--- config.mk ---
export PLATFORM = sky130hd
export DESIGN_NAME = switch_global_frame_vlan_control
export DESIGN_NICKNAME = d
export VERILOG_FILES = /design/src/core/switch_global_frame_vlan_control.v
export VERILOG_INCLUDE_DIRS = /design/src /design/src/core
export SDC_FILE = /design/constraint.sdc
export NUM_CORES = 1
export LEC_CHECK = 0
export ABC_AREA = 1
export CAP_MARGIN = 25
export CORE_MARGIN = 2
export CORE_UTILIZATION = 60
export CTS_CLUSTER_DIAMETER = 40
export DETAILED_ROUTE_END_ITERATION = 8
export DONT_BUFFER_PORTS = 1
export GPL_ROUTABILITY_DRIVEN = 0
export MAX_ROUTING_LAYER = met4
export PLACE_DENSITY_LB_ADDON = 0.3
export SYNTH_ARGS = -nofsm -noshare
export SYNTH_HDL_FRONTEND = slang
export SYNTH_SLANG_ARGS = --single-unit
export TNS_END_PERCENT = 50
--- constraint.sdc ---
create_clock -name clk -period 2.05 [get_ports clk]
set_input_delay 0 -clock clk [delete_from_list [all_inputs] [get_ports clk]]
set_output_delay 0 -clock clk [all_outputs]
set_load 0.005 [all_outputs]
--- src/core/switch_global_defs.vh ---
// Constants for the switch global frame, VLAN and port 4 control block
`ifndef SWITCH_GLOBAL_DEFS_VH
`define SWITCH_GLOBAL_DEFS_VH

// ****************************************************************
// Register offsets
// ****************************************************************
`define OFF_FRAME_SIZE     8'h04
`define OFF_VLAN_SNOOP     8'h05
`define OFF_PORT4_DUPLEX   8'h06

// ****************************************************************
// Field positions
// ****************************************************************
`define BIT_HUGE_FRAME     2
`define BIT_SIZE_CHECK_OFF 1
`define BIT_VLAN_EN        7
`define BIT_IGMP_SNOOP     6
`define BIT_DIRECT_MODE    5
`define BIT_PRETAG         4
`define BIT_TAG_MASK       1
`define BIT_SNIFF_AND      0
`define BIT_BP_EN          7
`define BIT_HALF_DUPLEX    6

// ****************************************************************
// Frame size limits in bytes
// ****************************************************************
`define LEN_HUGE           11'h077C
`define LEN_NO_CHECK       11'h0600
`define LEN_TAGGED         11'h05F2
`define LEN_UNTAGGED       11'h05EE

// ****************************************************************
// Management frame timing
// ****************************************************************
`define SMI_PREAMBLE_ONES  6'h20
`define SMI_HDR_BITS       5'h0D
`define SMI_TA_BITS        5'h02
`define SMI_DATA_BITS      5'h10
`define SMI_OP_READ        2'h2
`define SMI_OP_WRITE       2'h1
`define STRAP_SETTLE       2'h2

`endif

--- src/core/switch_global_frame_vlan_control.v ---
// Switch global frame size, VLAN, sniff and port 4 control registers
`timescale 1ns/1ns
`default_nettype none
`include "switch_global_defs.vh"

module switch_global_frame_vlan_control #(
   parameter LEN_W = 11
) (
   input  wire             clk,
   input  wire             nrst,
   input  wire             smi_mdc,
   input  wire             smi_mdio_in,
   output reg              smi_mdio_out,
   output reg              smi_mdio_oe,
   input  wire             port_receive_bit2_strap_pin,
   input  wire             fwd_req,
   input  wire [LEN_W-1:0] fwd_frame_len,
   input  wire             fwd_tagged,
   input  wire             fwd_special_cpu_tag_id,
   input  wire             fwd_is_igmp,
   input  wire [11:0]      fwd_vid,
   input  wire             fwd_src_match,
   input  wire             fwd_dst_match,
   output reg              fwd_done,
   output reg              fwd_accept,
   output reg              fwd_to_port4,
   output reg              fwd_tag_mask_valid,
   output reg  [4:0]       fwd_tag_dest_mask,
   output reg              fwd_mirror,
   output reg              vlan_mode,
   output reg              direct_mode_port4,
   output reg              pretag_port4,
   output reg              backpressure_port4,
   output reg              half_duplex_port4
);

   // ****************************************************************
   // State encoding
   // ****************************************************************
   localparam [3:0] S_PRE  = 4'h1;
   localparam [3:0] S_HDR  = 4'h2;
   localparam [3:0] S_TA   = 4'h4;
   localparam [3:0] S_DATA = 4'h8;

   // ****************************************************************
   // Control bits
   // ****************************************************************
   reg huge_frame_reg;
   reg size_check_off_reg;
   reg vlan_en_reg;
   reg igmp_snoop_reg;
   reg direct_mode_reg;
   reg pretag_reg;
   reg tag_mask_reg;
   reg sniff_and_reg;
   reg bp_en_reg;
   reg half_duplex_reg;

   // ****************************************************************
   // Pin synchronisers
   // ****************************************************************
   reg [1:0] mdc_sync_reg;
   reg [1:0] mdio_sync_reg;
   reg [1:0] strap_sync_reg;
   reg       mdc_prev_reg;
   reg [1:0] strap_cnt_reg;

   always @(posedge clk or negedge nrst) begin
      if (!nrst) begin
         mdc_sync_reg   <= 2'h0;
         mdio_sync_reg  <= 2'h3;
         strap_sync_reg <= 2'h0;
         mdc_prev_reg   <= 1'b0;
      end else begin
         mdc_sync_reg   <= {mdc_sync_reg[0], smi_mdc};
         mdio_sync_reg  <= {mdio_sync_reg[0], smi_mdio_in};
         strap_sync_reg <= {strap_sync_reg[0], port_receive_bit2_strap_pin};
         mdc_prev_reg   <= mdc_sync_reg[1];
      end
   end

   wire mdc_rise = mdc_sync_reg[1] & ~mdc_prev_reg;
   wire mdio_bit = mdio_sync_reg[1];

   // ****************************************************************
   // Register read decode
   // ****************************************************************
   // Reserved bits are hard zero here
   function [7:0] reg_value;
      input [7:0] addr;
      begin
         case (addr)
            `OFF_FRAME_SIZE:
               reg_value = {5'h00, huge_frame_reg,
                            size_check_off_reg, 1'b0};
            `OFF_VLAN_SNOOP:
               reg_value = {vlan_en_reg, igmp_snoop_reg,
                            direct_mode_reg, pretag_reg, 2'h0,
                            tag_mask_reg, sniff_and_reg};
            `OFF_PORT4_DUPLEX:
               reg_value = {bp_en_reg, half_duplex_reg, 6'h00};
            default:
               reg_value = 8'h00;
         endcase
      end
   endfunction

   // ****************************************************************
   // Management frame engine
   // ****************************************************************
   reg [3:0]  state_reg;
   reg [5:0]  ones_cnt_reg;
   reg [4:0]  bit_cnt_reg;
   reg [12:0] hdr_reg;
   reg [15:0] shift_reg;
   reg        is_read_reg;
   reg [7:0]  addr_reg;
   reg        wr_pulse_reg;

   wire [12:0] hdr_full = {hdr_reg[11:0], mdio_bit};

   always @(posedge clk or negedge nrst) begin
      if (!nrst) begin
         state_reg    <= S_PRE;
         ones_cnt_reg <= 6'h00;
         bit_cnt_reg  <= 5'h00;
         hdr_reg      <= 13'h0000;
         shift_reg    <= 16'h0000;
         is_read_reg  <= 1'b0;
         addr_reg     <= 8'h00;
         wr_pulse_reg <= 1'b0;
         smi_mdio_out <= 1'b0;
         smi_mdio_oe  <= 1'b0;
      end else begin
         wr_pulse_reg <= 1'b0;
         if (mdc_rise) begin
            case (state_reg)
               S_PRE: begin
                  smi_mdio_oe <= 1'b0;
                  if (mdio_bit) begin
                     if (ones_cnt_reg != `SMI_PREAMBLE_ONES)
                        ones_cnt_reg <= ones_cnt_reg + 6'h01;
                  end else begin
                     // Zero after full preamble is start bit one
                     if (ones_cnt_reg == `SMI_PREAMBLE_ONES) begin
                        state_reg   <= S_HDR;
                        bit_cnt_reg <= 5'h00;
                     end
                     ones_cnt_reg <= 6'h00;
                  end
               end
               S_HDR: begin
                  hdr_reg     <= hdr_full;
                  bit_cnt_reg <= bit_cnt_reg + 5'h01;
                  if (bit_cnt_reg == `SMI_HDR_BITS - 5'h01) begin
                     // Start 1, op 2, phy 5, reg 5
                     addr_reg    <= {hdr_full[7:5], hdr_full[4:0]};
                     is_read_reg <= (hdr_full[11:10] == `SMI_OP_READ);
                     bit_cnt_reg <= 5'h00;
                     if (hdr_full[12] &&
                         (hdr_full[11:10] == `SMI_OP_READ ||
                          hdr_full[11:10] == `SMI_OP_WRITE))
                        state_reg <= S_TA;
                     else
                        state_reg <= S_PRE;
                  end
               end
               S_TA: begin
                  bit_cnt_reg <= bit_cnt_reg + 5'h01;
                  if (bit_cnt_reg == 5'h00) begin
                     if (is_read_reg) begin
                        smi_mdio_oe  <= 1'b1;
                        smi_mdio_out <= 1'b0;
                        shift_reg    <= {8'h00, reg_value(addr_reg)};
                     end
                  end else begin
                     state_reg   <= S_DATA;
                     bit_cnt_reg <= 5'h00;
                     if (is_read_reg) begin
                        smi_mdio_out <= shift_reg[15];
                        shift_reg    <= {shift_reg[14:0], 1'b0};
                     end
                  end
               end
               S_DATA: begin
                  bit_cnt_reg <= bit_cnt_reg + 5'h01;
                  if (is_read_reg) begin
                     smi_mdio_out <= shift_reg[15];
                     shift_reg    <= {shift_reg[14:0], 1'b0};
                  end else begin
                     shift_reg <= {shift_reg[14:0], mdio_bit};
                  end
                  if (bit_cnt_reg == `SMI_DATA_BITS - 5'h01) begin
                     // Read driver stays on, driving zero, until the next edge
                     state_reg    <= S_PRE;
                     ones_cnt_reg <= 6'h00;
                     wr_pulse_reg <= ~is_read_reg;
                     if (!is_read_reg)
                        smi_mdio_oe <= 1'b0;
                  end
               end
               default: begin
                  state_reg   <= S_PRE;
                  smi_mdio_oe <= 1'b0;
               end
            endcase
         end
      end
   end

   // ****************************************************************
   // Register writes and strap capture
   // ****************************************************************
   wire [7:0] wr_data = shift_reg[7:0];

   always @(posedge clk or negedge nrst) begin
      if (!nrst) begin
         huge_frame_reg     <= 1'b0;
         size_check_off_reg <= 1'b0;
         vlan_en_reg        <= 1'b0;
         igmp_snoop_reg     <= 1'b0;
         direct_mode_reg    <= 1'b0;
         pretag_reg         <= 1'b0;
         tag_mask_reg       <= 1'b0;
         sniff_and_reg      <= 1'b0;
         bp_en_reg          <= 1'b0;
         half_duplex_reg    <= 1'b0;
         strap_cnt_reg      <= 2'h0;
      end else begin
         // Strap is stable only after the chain has filled
         if (strap_cnt_reg != `STRAP_SETTLE + 2'h1)
            strap_cnt_reg <= strap_cnt_reg + 2'h1;
         if (strap_cnt_reg == `STRAP_SETTLE)
            half_duplex_reg <= strap_sync_reg[1];
         if (wr_pulse_reg) begin
            case (addr_reg)
               `OFF_FRAME_SIZE: begin
                  huge_frame_reg     <= wr_data[`BIT_HUGE_FRAME];
                  size_check_off_reg <= wr_data[`BIT_SIZE_CHECK_OFF];
               end
               `OFF_VLAN_SNOOP: begin
                  vlan_en_reg     <= wr_data[`BIT_VLAN_EN];
                  igmp_snoop_reg  <= wr_data[`BIT_IGMP_SNOOP];
                  direct_mode_reg <= wr_data[`BIT_DIRECT_MODE];
                  pretag_reg      <= wr_data[`BIT_PRETAG];
                  tag_mask_reg    <= wr_data[`BIT_TAG_MASK];
                  sniff_and_reg   <= wr_data[`BIT_SNIFF_AND];
               end
               `OFF_PORT4_DUPLEX: begin
                  bp_en_reg       <= wr_data[`BIT_BP_EN];
                  half_duplex_reg <= wr_data[`BIT_HALF_DUPLEX];
               end
               default: begin
               end
            endcase
         end
      end
   end

   // ****************************************************************
   // Frame decisions
   // ****************************************************************
   reg [LEN_W-1:0] len_limit;

   always @* begin
      if (huge_frame_reg)
         len_limit = `LEN_HUGE;
      else if (size_check_off_reg)
         len_limit = `LEN_NO_CHECK;
      else if (fwd_tagged && !fwd_special_cpu_tag_id)
         len_limit = `LEN_TAGGED;
      else if (fwd_tagged)
         len_limit = `LEN_NO_CHECK;
      else
         len_limit = `LEN_UNTAGGED;
   end

   always @(posedge clk or negedge nrst) begin
      if (!nrst) begin
         fwd_done           <= 1'b0;
         fwd_accept         <= 1'b0;
         fwd_to_port4       <= 1'b0;
         fwd_tag_mask_valid <= 1'b0;
         fwd_tag_dest_mask  <= 5'h00;
         fwd_mirror         <= 1'b0;
         vlan_mode          <= 1'b0;
         direct_mode_port4  <= 1'b0;
         pretag_port4       <= 1'b0;
         backpressure_port4 <= 1'b0;
         half_duplex_port4  <= 1'b0;
      end else begin
         vlan_mode          <= vlan_en_reg;
         direct_mode_port4  <= direct_mode_reg;
         pretag_port4       <= pretag_reg;
         backpressure_port4 <= bp_en_reg;
         half_duplex_port4  <= half_duplex_reg;
         fwd_done           <= fwd_req;
         if (fwd_req) begin
            fwd_accept   <= (fwd_frame_len <= len_limit);
            fwd_to_port4 <= igmp_snoop_reg & fwd_is_igmp;
            // Mask ignored while 802.1q mode owns forwarding
            fwd_tag_mask_valid <= tag_mask_reg & ~vlan_en_reg;
            fwd_tag_dest_mask  <= (tag_mask_reg & ~vlan_en_reg) ?
                                  fwd_vid[4:0] : 5'h00;
            if (sniff_and_reg)
               fwd_mirror <= fwd_src_match & fwd_dst_match;
            else
               fwd_mirror <= fwd_src_match | fwd_dst_match;
         end
      end
   end

endmodule // switch_global_frame_vlan_control
`default_nettype wire

==> flow_summary.ini <==
[status]
status = finished, final reports clean

[floorplanning]
die_h_um = 90.36
pin_count = 51
die_w_um = 90.36
initial_core_util = 0.6169
rows = 31
core-area_mm2 = 0.007253
die-area_mm2 = 0.008164

[global_route]
grt_max_degree = 90
grt_pass1_vias = 3439
grt_pass1_wl_um = 15270
track_usage = 0.2366
antenna_found_initial = 0
grt.overflow.total = 0

[critical_path]
rrSetupSlack_ps = 140
r2r-end = fwd_mirror$_DFFE_PN0P_
path_max_fanout = 3
path_buf_inv = 3
cp-endpoint = fwd_mirror$_DFFE_PN0P_
crit_type = reg -> reg
critPathCaptureType = flip-flop
worstSetupPathDepth = 5
timing.rr.start = sniff_and_reg$_DFFE_PN0P_
critPathSlowestCell = dlygate4sd3_1
worst_path_dominant_cell_family = buffers and inverters
cp.required_ps = 2310
cp.arrival_ps = 2170
start_kind = flip-flop
ff2ff_path_depth = 5
startpoint = sniff_and_reg$_DFFE_PN0P_
cp_cell_sequence = inv_1 > a21oi_1 > dlygate4sd3_1 > o21ai_1 > dlygate4sd3_1
slowest_delay_ps = 580
crit_top_cell = dlygate4sd3_1

[sta]
period_share = 0.9313
fin_skew_ps = 18.36
hold_viol = 0
relSlewSlack = 0.7205
setup_viol_count_final = 0
tns_ps = 0
period_needed_ps = 1909
fmax_mhz = 523.8
rsz0062_at_grt = no
tightest_slew_ps = 419.3
drv_slew = 0

[cells_and_area]
layout_commonest_cell = nand2_1
largest_reg_flops = 16
layout-drive-gt1-share = 0.1308
final_cell_mix = nand2_1 (151), dfrtp_1 (86), inv_1 (62)
nets = 604
syn2layout_area_growth_pct = 10.07
antenna_cells = 0
fin_area_mm2 = 0.004925

[yosys]
ys_warn_count = 0
synth_edf_count = 0
syn_area_per_cell_um2 = 8.426
synth_nets = 582
syn_inst = 531
synthArstFlopShare = 1.000
yosysSeqAreaShare = 0.4986
synth-seq-cells = 89
ys.flop_type = dfrtp_1
yosysUniqueCellTypes = 34
netlist_area_mm2 = 0.004474

[detailed_routing]
drt_wl_total_um = 8600
num_vias = 3476
wl_met2_um = 4367
wl_met1_um = 3711
route.met3.wl_um = 386
antenna_left = 0
remaining_drc_errors = 0
first_iter_violations = 183
dr.max_layer_used = met4
viasPerCell = 5.291
wl_per_cell_um = 13.09
firstDrtPassIters = 4

[hold_path]
hp-class = in -> reg
hold_depth = 4

[clock_tree]
cts_setup_buffers = 0
htree_num_levels = 3
cts_tree = built
clock_sinks = 89
cts-root-buf = clkbuf_8
clk_latency_ps = 380
cts_buffer_depth = 2
cts_inserted_buffers = 9
clkTransAtPathRegs_ps = 100

[flow_run]
max-cap-violations = 0

[power]
peakVddDrop_mv = 0.4722
p_leak_uw = 0.002396
power.density_mw_per_mm2 = 780.7
power_uw = 3845

[placement]
placed_area_mm2 = 0.004542
dp_hpwl_um = 5789
io_buffers = 0
[power by group]
group          leakage [uW]  internal [uW]  switching, uW
registers           0.00119           1860           85.5
clock network     0.0000966            479            721
logic               0.00111            226            473
total               0.00240           2570           1280
[worst reg2reg max path, cell delays in order (launching register included)]
cell	delay, ps
dfrtp_1	400
inv_1	50
a21oi_1	110
dlygate4sd3_1	580
o21ai_1	80
dlygate4sd3_1	580
[repair_timing]
item	4_1_cts	5_1_grt
hold buffers	15	2
setup endpoints to repair	0	2
gates resized for setup	0	2
endpoints found under the hold margin	102	89
[synthesized netlist by cell type (2+ instances only)]
library cell,n,area [um2]
nand2_1,151,566.8
dfrtp_1,86,2152
inv_1,62,232.7
nand3_1,39,195.2
nor2_1,39,146.4
o21ai_0,29,145.1
o21ai_2,20,175.2
ha_1,17,212.7
a21oi_1,13,65.06
o21ai_1,10,50.05
nand2_2,8,50.05
nand4_1,8,50.05
inv_2,7,26.28
buf_6,5,56.30
nor2_4,5,56.30
o211ai_1,4,30.03
dfstp_2,3,78.83
nor2_2,3,18.77
xor2_1,3,26.28
buf_4,2,15.01
clkbuf_2,2,10.01
nand2_4,2,22.52
nand3b_1,2,15.01
[metrics by stage]
stage | instances | utilization | setup slack (ps) | hold slack [ps]
floorplan | 531 | - | 439.9 | -295.6
global placement | 624 | 0.6262 | 265.4 | -292.1
detailed placement | 624 | 0.6262 | 214.9 | -292.6
CTS | 655 | 0.6733 | 192.7 | -704.2
global route | 657 | 0.6790 | 23.40 | 86.19
finish | 657 | 0.6790 | 140.8 | 43.92
[cell type report]
class / count / area [um2]
fill: 589 / 2328
sequential: 89 / 2231
multi-input combinational: 362 / 1896
inverter: 70 / 265.3
timing repair buffer: 21 / 217.7
clock buffer: 9 / 123.9
tap: 99 / 123.9
clock inverter: 7 / 67.56
[kinds of logic after synthesis]
logic type	share of synthesized area
AO/OA/AOI/OAI	0.1093
XOR/XNOR	0.007831
adder cells (fa/ha/maj)	0.04754
buffers and inverters	0.07858
flip-flops	0.4986
multiplexers	0.002237
AND/OR/NAND/NOR	0.2559
[per-layer routing]
layer / up-vias / global-route usage
met2: 92 / 0.4054
met5: - / -
met1: 1633 / 0.2782
met3: 11 / 0.04341
li1: 1740 / -
met4: 0 / 0.09231
[worst min-delay path by stage]
stage | start | endpoint | slack (ps)
floorplan | nrst | addr_reg[0]$_DFFE_PN0P_ | -300
finish | fwd_frame_len[2] | fwd_accept$_DFFE_PN0P_ | 40
CTS | nrst | fwd_tag_dest_mask[3]$_DFFE_PN0P_ | -700
global placement | nrst | strap_cnt_reg[0]$_DFFE_PN0P_ | -290
global route | fwd_frame_len[2] | fwd_accept$_DFFE_PN0P_ | 90
detailed placement | nrst | half_duplex_port4$_DFF_PN0_ | -290
No activity file was read; power rests on OpenSTA's default activity.
